File: src/common/radio_irq_pkg.sv
`default_nettype none

package radio_irq_pkg;

  // Bus geometry.
  localparam int unsigned DATA_W = 32;
  localparam int unsigned ADDR_W = 32;
  localparam int unsigned SRC_N  = 10;

  // Register byte addresses.
  localparam logic [31:0] MASK_ADDR = 32'h4000_000C;
  localparam logic [31:0] STAT_ADDR = 32'h4000_0010;
  localparam logic [31:0] RAW_ADDR  = 32'h4000_0014;
  localparam logic [31:0] ACK_ADDR  = 32'h4000_0018;
  localparam logic [31:0] TRIG_ADDR = 32'h4000_0040;

  // Source bit positions, shared by every view, and the enable register's during-event bit.
  localparam int unsigned SOFT_BIT  = 9;
  localparam int unsigned ABORT_BIT = 8;
  localparam int unsigned FINE_BIT  = 7;
  localparam int unsigned GROSS_BIT = 6;
  localparam int unsigned FAULT_BIT = 5;
  localparam int unsigned CIPH_BIT  = 4;
  localparam int unsigned REND_BIT  = 3;
  localparam int unsigned WAKE_BIT  = 2;
  localparam int unsigned RXP_BIT   = 1;
  localparam int unsigned TICK_BIT  = 0;
  localparam int unsigned TICK_DEV_BIT = 15;

  // Reset values and writable bits.
  localparam logic [31:0] MASK_RST   = 32'h0000_811F;
  localparam logic [31:0] MASK_WBITS = 32'h0000_83FF;
  localparam logic [9:0]  STAT_RST   = 10'h000;
  localparam logic [31:0] RD_ZERO    = 32'h0000_0000;

  // One flag per source, most significant first.
  typedef struct packed {
    logic soft_trigger;
    logic event_or_prefetch_abort;
    logic fine_timer;
    logic gross_timer;
    logic fault;
    logic cipher;
    logic radio_event_end;
    logic wake;
    logic packet_received;
    logic base_tick;
  } irq_vec_t;

endpackage

`default_nettype wire

File: src/hdl/radio_core_interrupt_status.sv
`default_nettype none

module radio_core_interrupt_status #(
  parameter int unsigned ADDR_W = radio_irq_pkg::ADDR_W
) (
  // Clock, reset and freeze.
  input  wire logic                    clock,
  input  wire logic                    sys_rst,
  input  wire logic                    clk_en,

  // APB slave.
  input  wire logic                    psel,
  input  wire logic                    penable,
  input  wire logic                    pwrite,
  input  wire logic [ADDR_W-1:0]       paddr,
  input  wire logic [31:0]             pwdata,
  input  wire logic [3:0]              pstrb,
  output logic      [31:0]             prdata,
  output logic                         pready,
  output logic                         pslverr,

  // Event pulses from the link-layer sources.
  input  wire radio_irq_pkg::irq_vec_t src_event,
  input  wire logic                    event_active,

  // Interrupt request.
  output logic                         irq
);

  // The decoder compares whole 32-bit byte addresses, so a narrower
  // address bus cannot be served.
  if (ADDR_W != 32) begin : g_bad_addr_w
    $error("ADDR_W must be 32.");
  end

  // State.
  radio_irq_pkg::irq_vec_t raw_r;
  radio_irq_pkg::irq_vec_t raw_nxt;
  logic [31:0]             mask_r;
  logic [31:0]             mask_nxt;
  logic [31:0]             prdata_r;
  logic [31:0]             prdata_nxt;
  logic                    pslverr_r;
  logic                    pslverr_nxt;
  logic                    irq_r;
  logic                    irq_nxt;

  // Bus phase decode.
  logic                    cap_en;
  logic                    access_ph;
  logic                    wr_fire;
  logic                    loaded_r;
  logic                    loaded_nxt;

  // Address decode.
  logic                    hit_mask;
  logic                    hit_stat;
  logic                    hit_raw;
  logic                    hit_ack;
  logic                    hit_trig;
  logic                    hit_any;
  logic                    hit_ro;

  // Write data after the byte strobes.
  logic [31:0]             lane_bits;
  logic [31:0]             wr_bits;

  // Per-source controls.
  logic [9:0]              ack_vec;
  logic [9:0]              trig_vec;
  logic [9:0]              set_vec;
  logic [9:0]              masked_vec;
  logic                    tick_allowed;

  // The read word and error are taken once per transfer, at the first
  // running edge that sees psel. pready waits for that capture and for
  // the clock enable, so a setup edge lost to a freeze costs one more
  // access cycle instead of handing back a stale word, and a frozen
  // block stretches the access phase instead of losing a write.
  assign pready     = clk_en & loaded_r;
  assign cap_en     = psel & ~loaded_r;
  assign loaded_nxt = psel & ~(penable & loaded_r);
  assign access_ph  = psel & penable;
  assign wr_fire    = access_ph & pwrite & pready;

  // Full-address compare; anything else is an error.
  assign hit_mask = (paddr == radio_irq_pkg::MASK_ADDR);
  assign hit_stat = (paddr == radio_irq_pkg::STAT_ADDR);
  assign hit_raw  = (paddr == radio_irq_pkg::RAW_ADDR);
  assign hit_ack  = (paddr == radio_irq_pkg::ACK_ADDR);
  assign hit_trig = (paddr == radio_irq_pkg::TRIG_ADDR);
  assign hit_any  = hit_mask | hit_stat | hit_raw | hit_ack | hit_trig;
  assign hit_ro   = hit_stat | hit_raw;

  // Byte strobes select which lanes a write touches.
  assign lane_bits = {{8{pstrb[3]}}, {8{pstrb[2]}}, {8{pstrb[1]}}, {8{pstrb[0]}}};
  assign wr_bits   = pwdata & lane_bits;

  // Acknowledge bits act for one cycle and are never stored.
  assign ack_vec  = (wr_fire && hit_ack) ? wr_bits[9:0] : 10'h000;

  // The trigger register only raises the software source.
  assign trig_vec = (wr_fire && hit_trig) ?
                    {wr_bits[radio_irq_pkg::SOFT_BIT], 9'h000} : 10'h000;

  // Base ticks that land inside a radio event are dropped unless the
  // during-event enable is set; the tick is periodic, so one lost edge
  // only delays the next report by a tick period.
  assign tick_allowed = src_event.base_tick &
                        (mask_r[radio_irq_pkg::TICK_DEV_BIT] | ~event_active);

  // New events of this cycle, one bit per source.
  assign set_vec = {src_event.soft_trigger | trig_vec[radio_irq_pkg::SOFT_BIT],
                    src_event.event_or_prefetch_abort,
                    src_event.fine_timer,
                    src_event.gross_timer,
                    src_event.fault,
                    src_event.cipher,
                    src_event.radio_event_end,
                    src_event.wake,
                    src_event.packet_received,
                    tick_allowed};

  // Flags are sticky: they hold until acknowledged, and an event in the
  // cycle of its own acknowledge survives so nothing is lost.
  assign raw_nxt = radio_irq_pkg::irq_vec_t'(set_vec | (raw_r & ~ack_vec));

  // Mask writes keep reserved bits at zero.
  assign mask_nxt = (wr_fire && hit_mask) ?
                    ((mask_r & ~(lane_bits & radio_irq_pkg::MASK_WBITS)) |
                     (wr_bits & radio_irq_pkg::MASK_WBITS)) : mask_r;

  // The masked view is the raw view gated by the enables.
  assign masked_vec = raw_r & mask_r[9:0];

  // The request is registered from next state so it tracks the view.
  assign irq_nxt = |(raw_nxt & mask_nxt[9:0]);

  // Named flags of the masked view.
  logic soft_trigger_pending_masked;
  logic event_or_prefetch_abort_masked;
  logic fine_timer_pending_masked;
  logic gross_timer_pending_masked;
  logic fault_pending_masked;
  logic cipher_pending_masked;
  logic radio_event_end_masked;
  logic wake_pending_masked;
  logic packet_received_masked;
  logic base_tick_pending_masked;

  // Named flags of the raw view.
  logic soft_trigger_pending_raw;
  logic event_or_prefetch_abort_raw;
  logic fine_timer_pending_raw;
  logic gross_timer_pending_raw;
  logic fault_pending_raw;
  logic cipher_pending_raw;
  logic radio_event_end_raw;
  logic wake_pending_raw;
  logic packet_received_raw;
  logic base_tick_pending_raw;

  // Masked flags at their bit positions.
  assign soft_trigger_pending_masked    = masked_vec[radio_irq_pkg::SOFT_BIT];
  assign event_or_prefetch_abort_masked = masked_vec[radio_irq_pkg::ABORT_BIT];
  assign fine_timer_pending_masked      = masked_vec[radio_irq_pkg::FINE_BIT];
  assign gross_timer_pending_masked     = masked_vec[radio_irq_pkg::GROSS_BIT];
  assign fault_pending_masked           = masked_vec[radio_irq_pkg::FAULT_BIT];
  assign cipher_pending_masked          = masked_vec[radio_irq_pkg::CIPH_BIT];
  assign radio_event_end_masked         = masked_vec[radio_irq_pkg::REND_BIT];
  assign wake_pending_masked            = masked_vec[radio_irq_pkg::WAKE_BIT];
  assign packet_received_masked         = masked_vec[radio_irq_pkg::RXP_BIT];
  assign base_tick_pending_masked       = masked_vec[radio_irq_pkg::TICK_BIT];

  // Raw flags ignore the enables, except the during-event enable that gates the base tick.
  assign soft_trigger_pending_raw    = raw_r.soft_trigger;
  assign event_or_prefetch_abort_raw = raw_r.event_or_prefetch_abort;
  assign fine_timer_pending_raw      = raw_r.fine_timer;
  assign gross_timer_pending_raw     = raw_r.gross_timer;
  assign fault_pending_raw           = raw_r.fault;
  assign cipher_pending_raw          = raw_r.cipher;
  assign radio_event_end_raw         = raw_r.radio_event_end;
  assign wake_pending_raw            = raw_r.wake;
  assign packet_received_raw         = raw_r.packet_received;
  assign base_tick_pending_raw       = raw_r.base_tick;

  // Read words assembled from the named flags.
  logic [31:0] stat_word;
  logic [31:0] raw_word;

  assign stat_word = {22'h000000,
                      soft_trigger_pending_masked,
                      event_or_prefetch_abort_masked,
                      fine_timer_pending_masked,
                      gross_timer_pending_masked,
                      fault_pending_masked,
                      cipher_pending_masked,
                      radio_event_end_masked,
                      wake_pending_masked,
                      packet_received_masked,
                      base_tick_pending_masked};

  assign raw_word = {22'h000000,
                     soft_trigger_pending_raw,
                     event_or_prefetch_abort_raw,
                     fine_timer_pending_raw,
                     gross_timer_pending_raw,
                     fault_pending_raw,
                     cipher_pending_raw,
                     radio_event_end_raw,
                     wake_pending_raw,
                     packet_received_raw,
                     base_tick_pending_raw};

  // Read data is captured at the setup edge, which keeps prdata a
  // flip-flop at the cost of showing state one edge before the access;
  // an event landing between capture and completion shows on the next
  // read. Acknowledge and trigger registers read as zero.
  assign prdata_nxt = !cap_en   ? prdata_r :
                      hit_mask  ? mask_r :
                      hit_stat  ? stat_word :
                      hit_raw   ? raw_word :
                      radio_irq_pkg::RD_ZERO;

  // Unmapped addresses and writes to the two views answer with an error;
  // such a write changes nothing, so the views stay read-only.
  assign pslverr_nxt = cap_en ? (~hit_any | (pwrite & hit_ro)) :
                       pslverr_r;

  // Bus answer.
  assign prdata  = prdata_r;
  assign pslverr = pslverr_r;
  assign irq     = irq_r;

  // Pending flags.
  always_ff @(posedge clock) begin
    if (sys_rst) begin
      raw_r <= radio_irq_pkg::irq_vec_t'(radio_irq_pkg::STAT_RST);
    end else if (clk_en) begin
      raw_r <= raw_nxt;
    end
  end

  // Enable register.
  always_ff @(posedge clock) begin
    if (sys_rst) begin
      mask_r <= radio_irq_pkg::MASK_RST;
    end else if (clk_en) begin
      mask_r <= mask_nxt;
    end
  end

  // Bus read data and error.
  always_ff @(posedge clock) begin
    if (sys_rst) begin
      prdata_r  <= radio_irq_pkg::RD_ZERO;
      pslverr_r <= 1'b0;
    end else if (clk_en) begin
      prdata_r  <= prdata_nxt;
      pslverr_r <= pslverr_nxt;
    end
  end

  // Capture flag of the current transfer; it clears at the completing
  // edge so that a back-to-back setup captures afresh.
  always_ff @(posedge clock) begin
    if (sys_rst) begin
      loaded_r <= 1'b0;
    end else if (clk_en) begin
      loaded_r <= loaded_nxt;
    end
  end

  // Interrupt request level.
  always_ff @(posedge clock) begin
    if (sys_rst) begin
      irq_r <= 1'b0;
    end else if (clk_en) begin
      irq_r <= irq_nxt;
    end
  end

endmodule

`default_nettype wire

File: config.mk
export PLATFORM = sky130hd
export DESIGN_NAME = radio_core_interrupt_status
export DESIGN_NICKNAME = d
export VERILOG_FILES = /design/src/common/radio_irq_pkg.sv /design/src/hdl/radio_core_interrupt_status.sv
export SDC_FILE = /design/constraint.sdc
export NUM_CORES = 1
export LEC_CHECK = 0
export ABC_AREA = 1
export BUFFER_PORTS_ARGS = -buffer_cell sky130_fd_sc_hd__buf_2
export CAP_MARGIN = 20
export CORE_MARGIN = 4
export CORE_UTILIZATION = 40
export CTS_CLUSTER_SIZE = 14
export DETAILED_ROUTE_END_ITERATION = 8
export HOLD_SLACK_MARGIN = 0.05
export PLACE_DENSITY = 0.69
export SYNTH_ARGS = -nofsm -noshare
export SYNTH_HDL_FRONTEND = slang
export SYNTH_SLANG_ARGS = --single-unit
File: constraint.sdc
create_clock -name clock -period 2.2 [get_ports clock]
set_input_delay 0.44 -clock clock [delete_from_list [all_inputs] [get_ports clock]]
set_output_delay 0.44 -clock clock [all_outputs]
set_load 0.1 [all_outputs]
==> impl_metrics.env, run 1 <==
export IMPL_netlist_area_um2=2530
export IMPL_drt_drc_violations_left=0
export IMPL_drt_iter0_drc=99
export IMPL_vias=2683
export IMPL_reg2reg_to="irq"
export IMPL_drv_slew=0
export IMPL_num_io_pins=120
export IMPL_cts_root_buffer="clkbuf_8"
export IMPL_cts_hold_buf=0
export IMPL_path_class="primary input to flop"
export IMPL_dp_hpwl_um=5130
export IMPL_drt_total_wl_um=6580
export IMPL_cts_sinks=35
export IMPL_gp_congestion=0.833
export IMPL_cts_buffer_depth=2
export IMPL_ctsResizeCount=0
export IMPL_p_sw_mw=0.560
export IMPL_vdd_ir_drop_max_v=0.000269
export IMPL_setup_ws_ns=0.356
export IMPL_grtUsageTotal_pct=18.0
export IMPL_rr_startpoint="loaded_r"
export IMPL_reg2regPathDepth=10
export IMPL_postCtsSetupBuffers=0
export IMPL_htreeDepth=2
export IMPL_status="completed"
export IMPL_fmax_ghz=0.542
export IMPL_place_ws_ns=0.0532
export IMPL_utilization_pct=51.0
export IMPL_timing_hold_worst_class="primary input to flop"
export IMPL_die_h_um=87.5
export IMPL_finalHoldViolCount=0
export IMPL_synthCells=423
export IMPL_crit_path_start_kind="primary input"
export IMPL_cp_max_fo=13
export IMPL_ys_types=30
export IMPL_power_frac_comb_pct=22.4
export IMPL_crit_arrival_ns=2.04
export IMPL_most_common_layout_cells="nand2_1 (127), buf_2 (75), inv_1 (54)"
export IMPL_grt_pass1_vias=2567
export IMPL_yosys_warnings=0
export IMPL_ant_nets=0
export IMPL_final_common_cell="nand2_1"
export IMPL_avgRoutedWirePerCell_um=11.4
export IMPL_power_density_nw_per_um2=569
export IMPL_skew_ns=0.00378
export IMPL_numPortBuffers=75
export IMPL_ys_seq_area_share_pct=27.7
export IMPL_grt_ovfl_total=0
export IMPL_dr_pass1_iters=4
export IMPL_worst_skew_pair_late_latency_ns=0.29
export IMPL_fin_nets=588
export IMPL_synth_top_cell_area_share_pct=27.7
export IMPL_syn2layout_area_growth_pct=21.7
export IMPL_setup_viol_count_final=0
export IMPL_critPathCaptureType="flop"
export IMPL_synthTopCellsByArea="dfxtp_1 (28%), nand2_1 (19%), nand3_1 (9.9%)"
export IMPL_grt_antenna_before_repair=0
export IMPL_die_x_um=87.5
export IMPL_n_antenna_cell=0
export IMPL_syn_area_per_cell_um2=5.97
export IMPL_crit_end="irq"
export IMPL_period_share_pct=83.8
export IMPL_numCtsBuffers=5
export IMPL_seq_power_share_pct=38.2
export IMPL_via_per_inst=4.63
export IMPL_worst_ep_required_time_ns=2.39
export IMPL_p_leak_nw=1.68
export IMPL_r2r_slack_ns=0.50
export IMPL_final_cells=579
export IMPL_num_rows=28
export IMPL_design_die_area_um2=7650
export IMPL_period_minus_slack_ns=1.84
export IMPL_maxCapViolCount=0
export IMPL_grt_max_degree=24
export IMPL_coreArea_um2=6030
export IMPL_fin_tns_setup_ns=0
export IMPL_grt_pass1_wl_um=11000
export IMPL_drive_gt1_share_pct=22.6
export IMPL_rsz0062_at_grt="no"
export IMPL_clkPwrFrac_pct=39.4
export IMPL_ys_seq_elements=35
export IMPL_cts_tree="built"
export IMPL_placed_cells=571
export IMPL_cts_clk_slew_worst_paths_ns=0.07
export IMPL_cp_startpoint="paddr[25]"
export IMPL_synth_top_area_cell="dfxtp_1"
export IMPL_start_util_pct=41.9
export IMPL_switching_share_pct=31.9
export IMPL_internal_power_mw=1.19
## power by group through the flow
stage          Combinational (mW)  Clock, mW  Sequential [mW]
6_report                    0.391      0.690            0.670
5_1_grt                     0.425      0.729            0.672
4_1_cts                     0.392      0.697            0.669
3_5_place_dp                0.392          0            0.684
3_3_place_gp                0.387          0            0.683
2_1_floorplan               0.298          0            0.707
## worst max-delay path: stages
cell	delay, ns
buf_2	0.10
nor2_1	0.15
nand2_1	0.08
nor2_2	0.15
nand2_4	0.12
nor2_8	0.20
nand2_2	0.22
o21ai_2	0.20
a21oi_1	0.06
nor2_1	0.12
nand3_1	0.10
nand2_1	0.06
inv_1	0.03
## through the flow
| stage | hold slack [ns] | total power, mW | cell area (µm²) |
|---|---|---|---|
| floorplan | 0.448 | 1.00 | 2600 |
| global placement | 0.452 | 1.07 | 2940 |
| detailed placement | 0.454 | 1.08 | 2940 |
| CTS | 0.400 | 1.76 | 3080 |
| global route | 0.417 | 1.83 | 3080 |
| finish | 0.400 | 1.75 | 3080 |
## synth_stat cells
master      n
nor4_4      1
nor2_4      4
conb_1      1
buf_4      22
o21ai_2     2
buf_6       1
a31oi_1     1
clkbuf_1    5
nor3_1      1
inv_2       1
nand3b_1    1
clkinv_1    4
a21oi_1    22
inv_1      54
nand2_2     7
o21ai_0    14
nor2_1     50
nor4b_1     1
o211ai_1    3
nand3_1    50
nor3_2      1
nand2_1   127
nor3_4      1
nand4_1     1
nand2_4     2
nor4_1      4
nor2_2      2
buf_2       4
nor2_8      1
dfxtp_1    35
## layer usage
metal  track usage, %  vias up  wire [µm]
li1                 -     1437          -
met1             22.8     1155       2840
met2             30.8       84       3180
met3             2.84        7        492
met4             6.42        0         68
met5                0        -          0
## logic make-up (layout without fill, tap and decap cells)
logic type             after synthesis  after routing  share of synthesized area (%)
AND/OR/NAND/NOR                    254            254                           45.9
buffers and inverters               91            152                           17.3
AO/OA/AOI/OAI                       42             42                           8.97
flip-flops                          35             35                           27.7
other                                1             21                          0.148
## worst min path at each step
stage	from	to	slack, ns	cells past startpoint
after global placement	prdata[7]	prdata[7]	0.45	2
after global routing	pwdata[15]	flop	0.42	3
after CTS	pwdata[15]	flop	0.40	3
after floorplan	flop	prdata[15]	0.45	2
final	pwdata[15]	flop	0.40	3
after detailed placement	prdata[3]	prdata[3]	0.45	2
## flip-flops by register name (all words and copies together) (netlist names), named ones only
name                         cells
base_tick_pending_raw            1
cipher_pending_raw               1
event_or_prefetch_abort_raw      1
fault_pending_raw                1
fine_timer_pending_raw           1
gross_timer_pending_raw          1
irq                              1
loaded_r                         1
mask_r                          10
packet_received_raw              1
prdata                          11
pslverr                          1
radio_event_end_raw              1
soft_trigger_pending_raw         1
wake_pending_raw                 1
## cell type report
| type | count | area, µm² |
|---|---|---|
| tap | 75 | 93.8 |
| timing repair buffer | 85 | 463 |
| clock buffer | 6 | 72.6 |
| inverter | 59 | 221 |
| multi-input combinational | 317 | 1460 |
| fill | 643 | 2950 |
| sequential | 35 | 701 |
| clock inverter | 2 | 60.1 |
No activity file was read; power rests on OpenSTA's default activity.
==> run 2, diff against run 1 <==
Clock period 2.2 ns to 1.8 ns, I/O delays scaled along.
==> impl_metrics.env, run 2 (synthesis gave the netlist of run 1 again) <==
export IMPL_start_util_pct=41.9
export IMPL_coreArea_um2=6030
export IMPL_num_rows=28
export IMPL_crit_arrival_ns=1.86
export IMPL_drt_iter0_drc=138
export IMPL_finalInstanceArea_um2=3210
export IMPL_cts_hold_buf=0
export IMPL_crit_path_start_kind="primary input"
export IMPL_setup_viol_count_final=0
export IMPL_grt_max_degree=24
export IMPL_reg2regPathDepth=10
export IMPL_postCtsSetupBuffers=0
export IMPL_most_common_layout_cells="nand2_1 (126), buf_2 (74), inv_1 (54)"
export IMPL_worst_skew_pair_late_latency_ns=0.29
export IMPL_cts_sinks=35
export IMPL_timing_hold_worst_class="primary input to flop"
export IMPL_final_common_cell="nand2_1"
export IMPL_largest_register_ffs=11
export IMPL_period_share_pct=92.2
export IMPL_period_minus_slack_ns=1.66
export IMPL_r2r_slack_ns=0.21
export IMPL_dpl_cell_area_um2=3090
export IMPL_power_density_nw_per_um2=589
export IMPL_die_x_um=87.5
export IMPL_critPathCaptureType="flop"
export IMPL_grtUsageTotal_pct=18.5
export IMPL_rsz0062_at_grt="no"
export IMPL_n_antenna_cell=0
export IMPL_finalHoldViolCount=0
export IMPL_final_cells=598
export IMPL_drive_gt1_share_pct=26.0
export IMPL_grt_ovfl_total=0
export IMPL_gp_congestion=0.869
export IMPL_status="completed"
export IMPL_cts_tree="built"
export IMPL_grt_pass1_wl_um=11200
export IMPL_syn2layout_area_growth_pct=27.2
export IMPL_numPortBuffers=75
export IMPL_drt_drc_violations_left=0
export IMPL_worst_ep_required_time_ns=2.00
export IMPL_design_die_area_um2=7650
export IMPL_cts_clk_slew_worst_paths_ns=0.08
export IMPL_numCtsBuffers=5
export IMPL_ant_nets=0
export IMPL_via_per_inst=4.64
export IMPL_grt_pass1_vias=2570
export IMPL_path_class="primary input to flop"
export IMPL_dp_hpwl_um=5370
export IMPL_htreeDepth=2
export IMPL_cts_root_buffer="clkbuf_8"
export IMPL_min_path_cells=3
export IMPL_drt_total_wl_um=6860
export IMPL_hold_start="pwdata[15]"
export IMPL_utilization_pct=53.3
export IMPL_reg2reg_to="irq"
export IMPL_grt_antenna_before_repair=0
export IMPL_maxCapViolCount=0
export IMPL_dr_pass1_iters=4
export IMPL_vias=2774
export IMPL_setup_ws_ns=0.140
export IMPL_p_leak_nw=1.78
export IMPL_drv_slew=0
export IMPL_fill_cells=640
export IMPL_cts_buffer_depth=2
export IMPL_placed_cells=589
export IMPL_skew_ns=0.00523
export IMPL_cp_max_fo=13
export IMPL_fin_nets=607
export IMPL_avgRoutedWirePerCell_um=11.5
export IMPL_place_ws_ns=-0.210
export IMPL_vdd_ir_drop_max_v=0.000290
export IMPL_fmax_ghz=0.602
export IMPL_die_h_um=87.5
export IMPL_num_io_pins=120
export IMPL_rr_startpoint="loaded_r"
run 2: how the worst max path moves through the flow:
stage                     startpoint   endpoint  slack, ns  cells after the start
final                      paddr[23]        irq       0.14                     13
after floorplan               clk_en     pready       0.02                      4
after detailed placement   paddr[25]        irq      -0.21                     13
after global placement     paddr[25]        irq      -0.21                     13
after CTS                  paddr[25]        irq        0.1                     13
after global routing       paddr[19]  prdata[3]       0.01                     12
run 2: metrics by stage:
step                total power, mW  TNS (ns)  hold slack (ns)
finish                         1.89         0            0.307
global route                   1.99         0            0.322
CTS                            1.91         0            0.301
detailed placement             1.33    -0.883            0.455
global placement               1.32    -0.753            0.452
floorplan                      1.23         0            0.448
run 2: report_power, final:
group / switching [mW] / leakage [nW] / internal [mW]
combinational: 0.376 / 1.46 / 0.119
clock: 0.311 / 0.0402 / 0.269
sequential: 0.0209 / 0.286 / 0.797
total: 0.709 / 1.78 / 1.19
run 2: routing by layer:
| layer | part of all wire (%) | vias up | GRT usage, % | wire [µm] |
|---|---|---|---|---|
| li1 | - | 1481 | - | - |
| met1 | 43 | 1209 | 23.1 | 2960 |
| met2 | 49 | 73 | 30.6 | 3390 |
| met3 | 5.8 | 11 | 3.50 | 401 |
| met4 | 1.6 | 0 | 8.23 | 113 |
| met5 | 0 | - | 0 | 0 |
run 2: area by class of cell:
cell class / instances / area, µm² / share of cell area (%)
Multi-Input combinational cell: 318 / 1490 / 46.4
Sequential cell: 35 / 701 / 21.8
Timing Repair Buffer: 103 / 617 / 19.2
Inverter: 59 / 221 / 6.89
Tap cell: 75 / 93.8 / 2.92
Clock buffer: 5 / 68.8 / 2.14
Clock inverter: 3 / 20.0 / 0.623
run 2: repair_timing:
action / in CTS / in global routing
setup endpoints to repair: 0 / 2
gates resized for setup: 0 / 6
hold endpoints to repair: 0 / 0
run 2: worst max-delay path: stages:
cell and delay, ns:
buf_2 0.10, nor2_1 0.13, nand2_1 0.08, nor2_2 0.15, nand2_4 0.12, nor2_8 0.22
nand2_4 0.16, o21ai_2 0.17, a21oi_1 0.06, nor2_1 0.10, nand3_1 0.10, nand2_1 0.07
inv_1 0.03
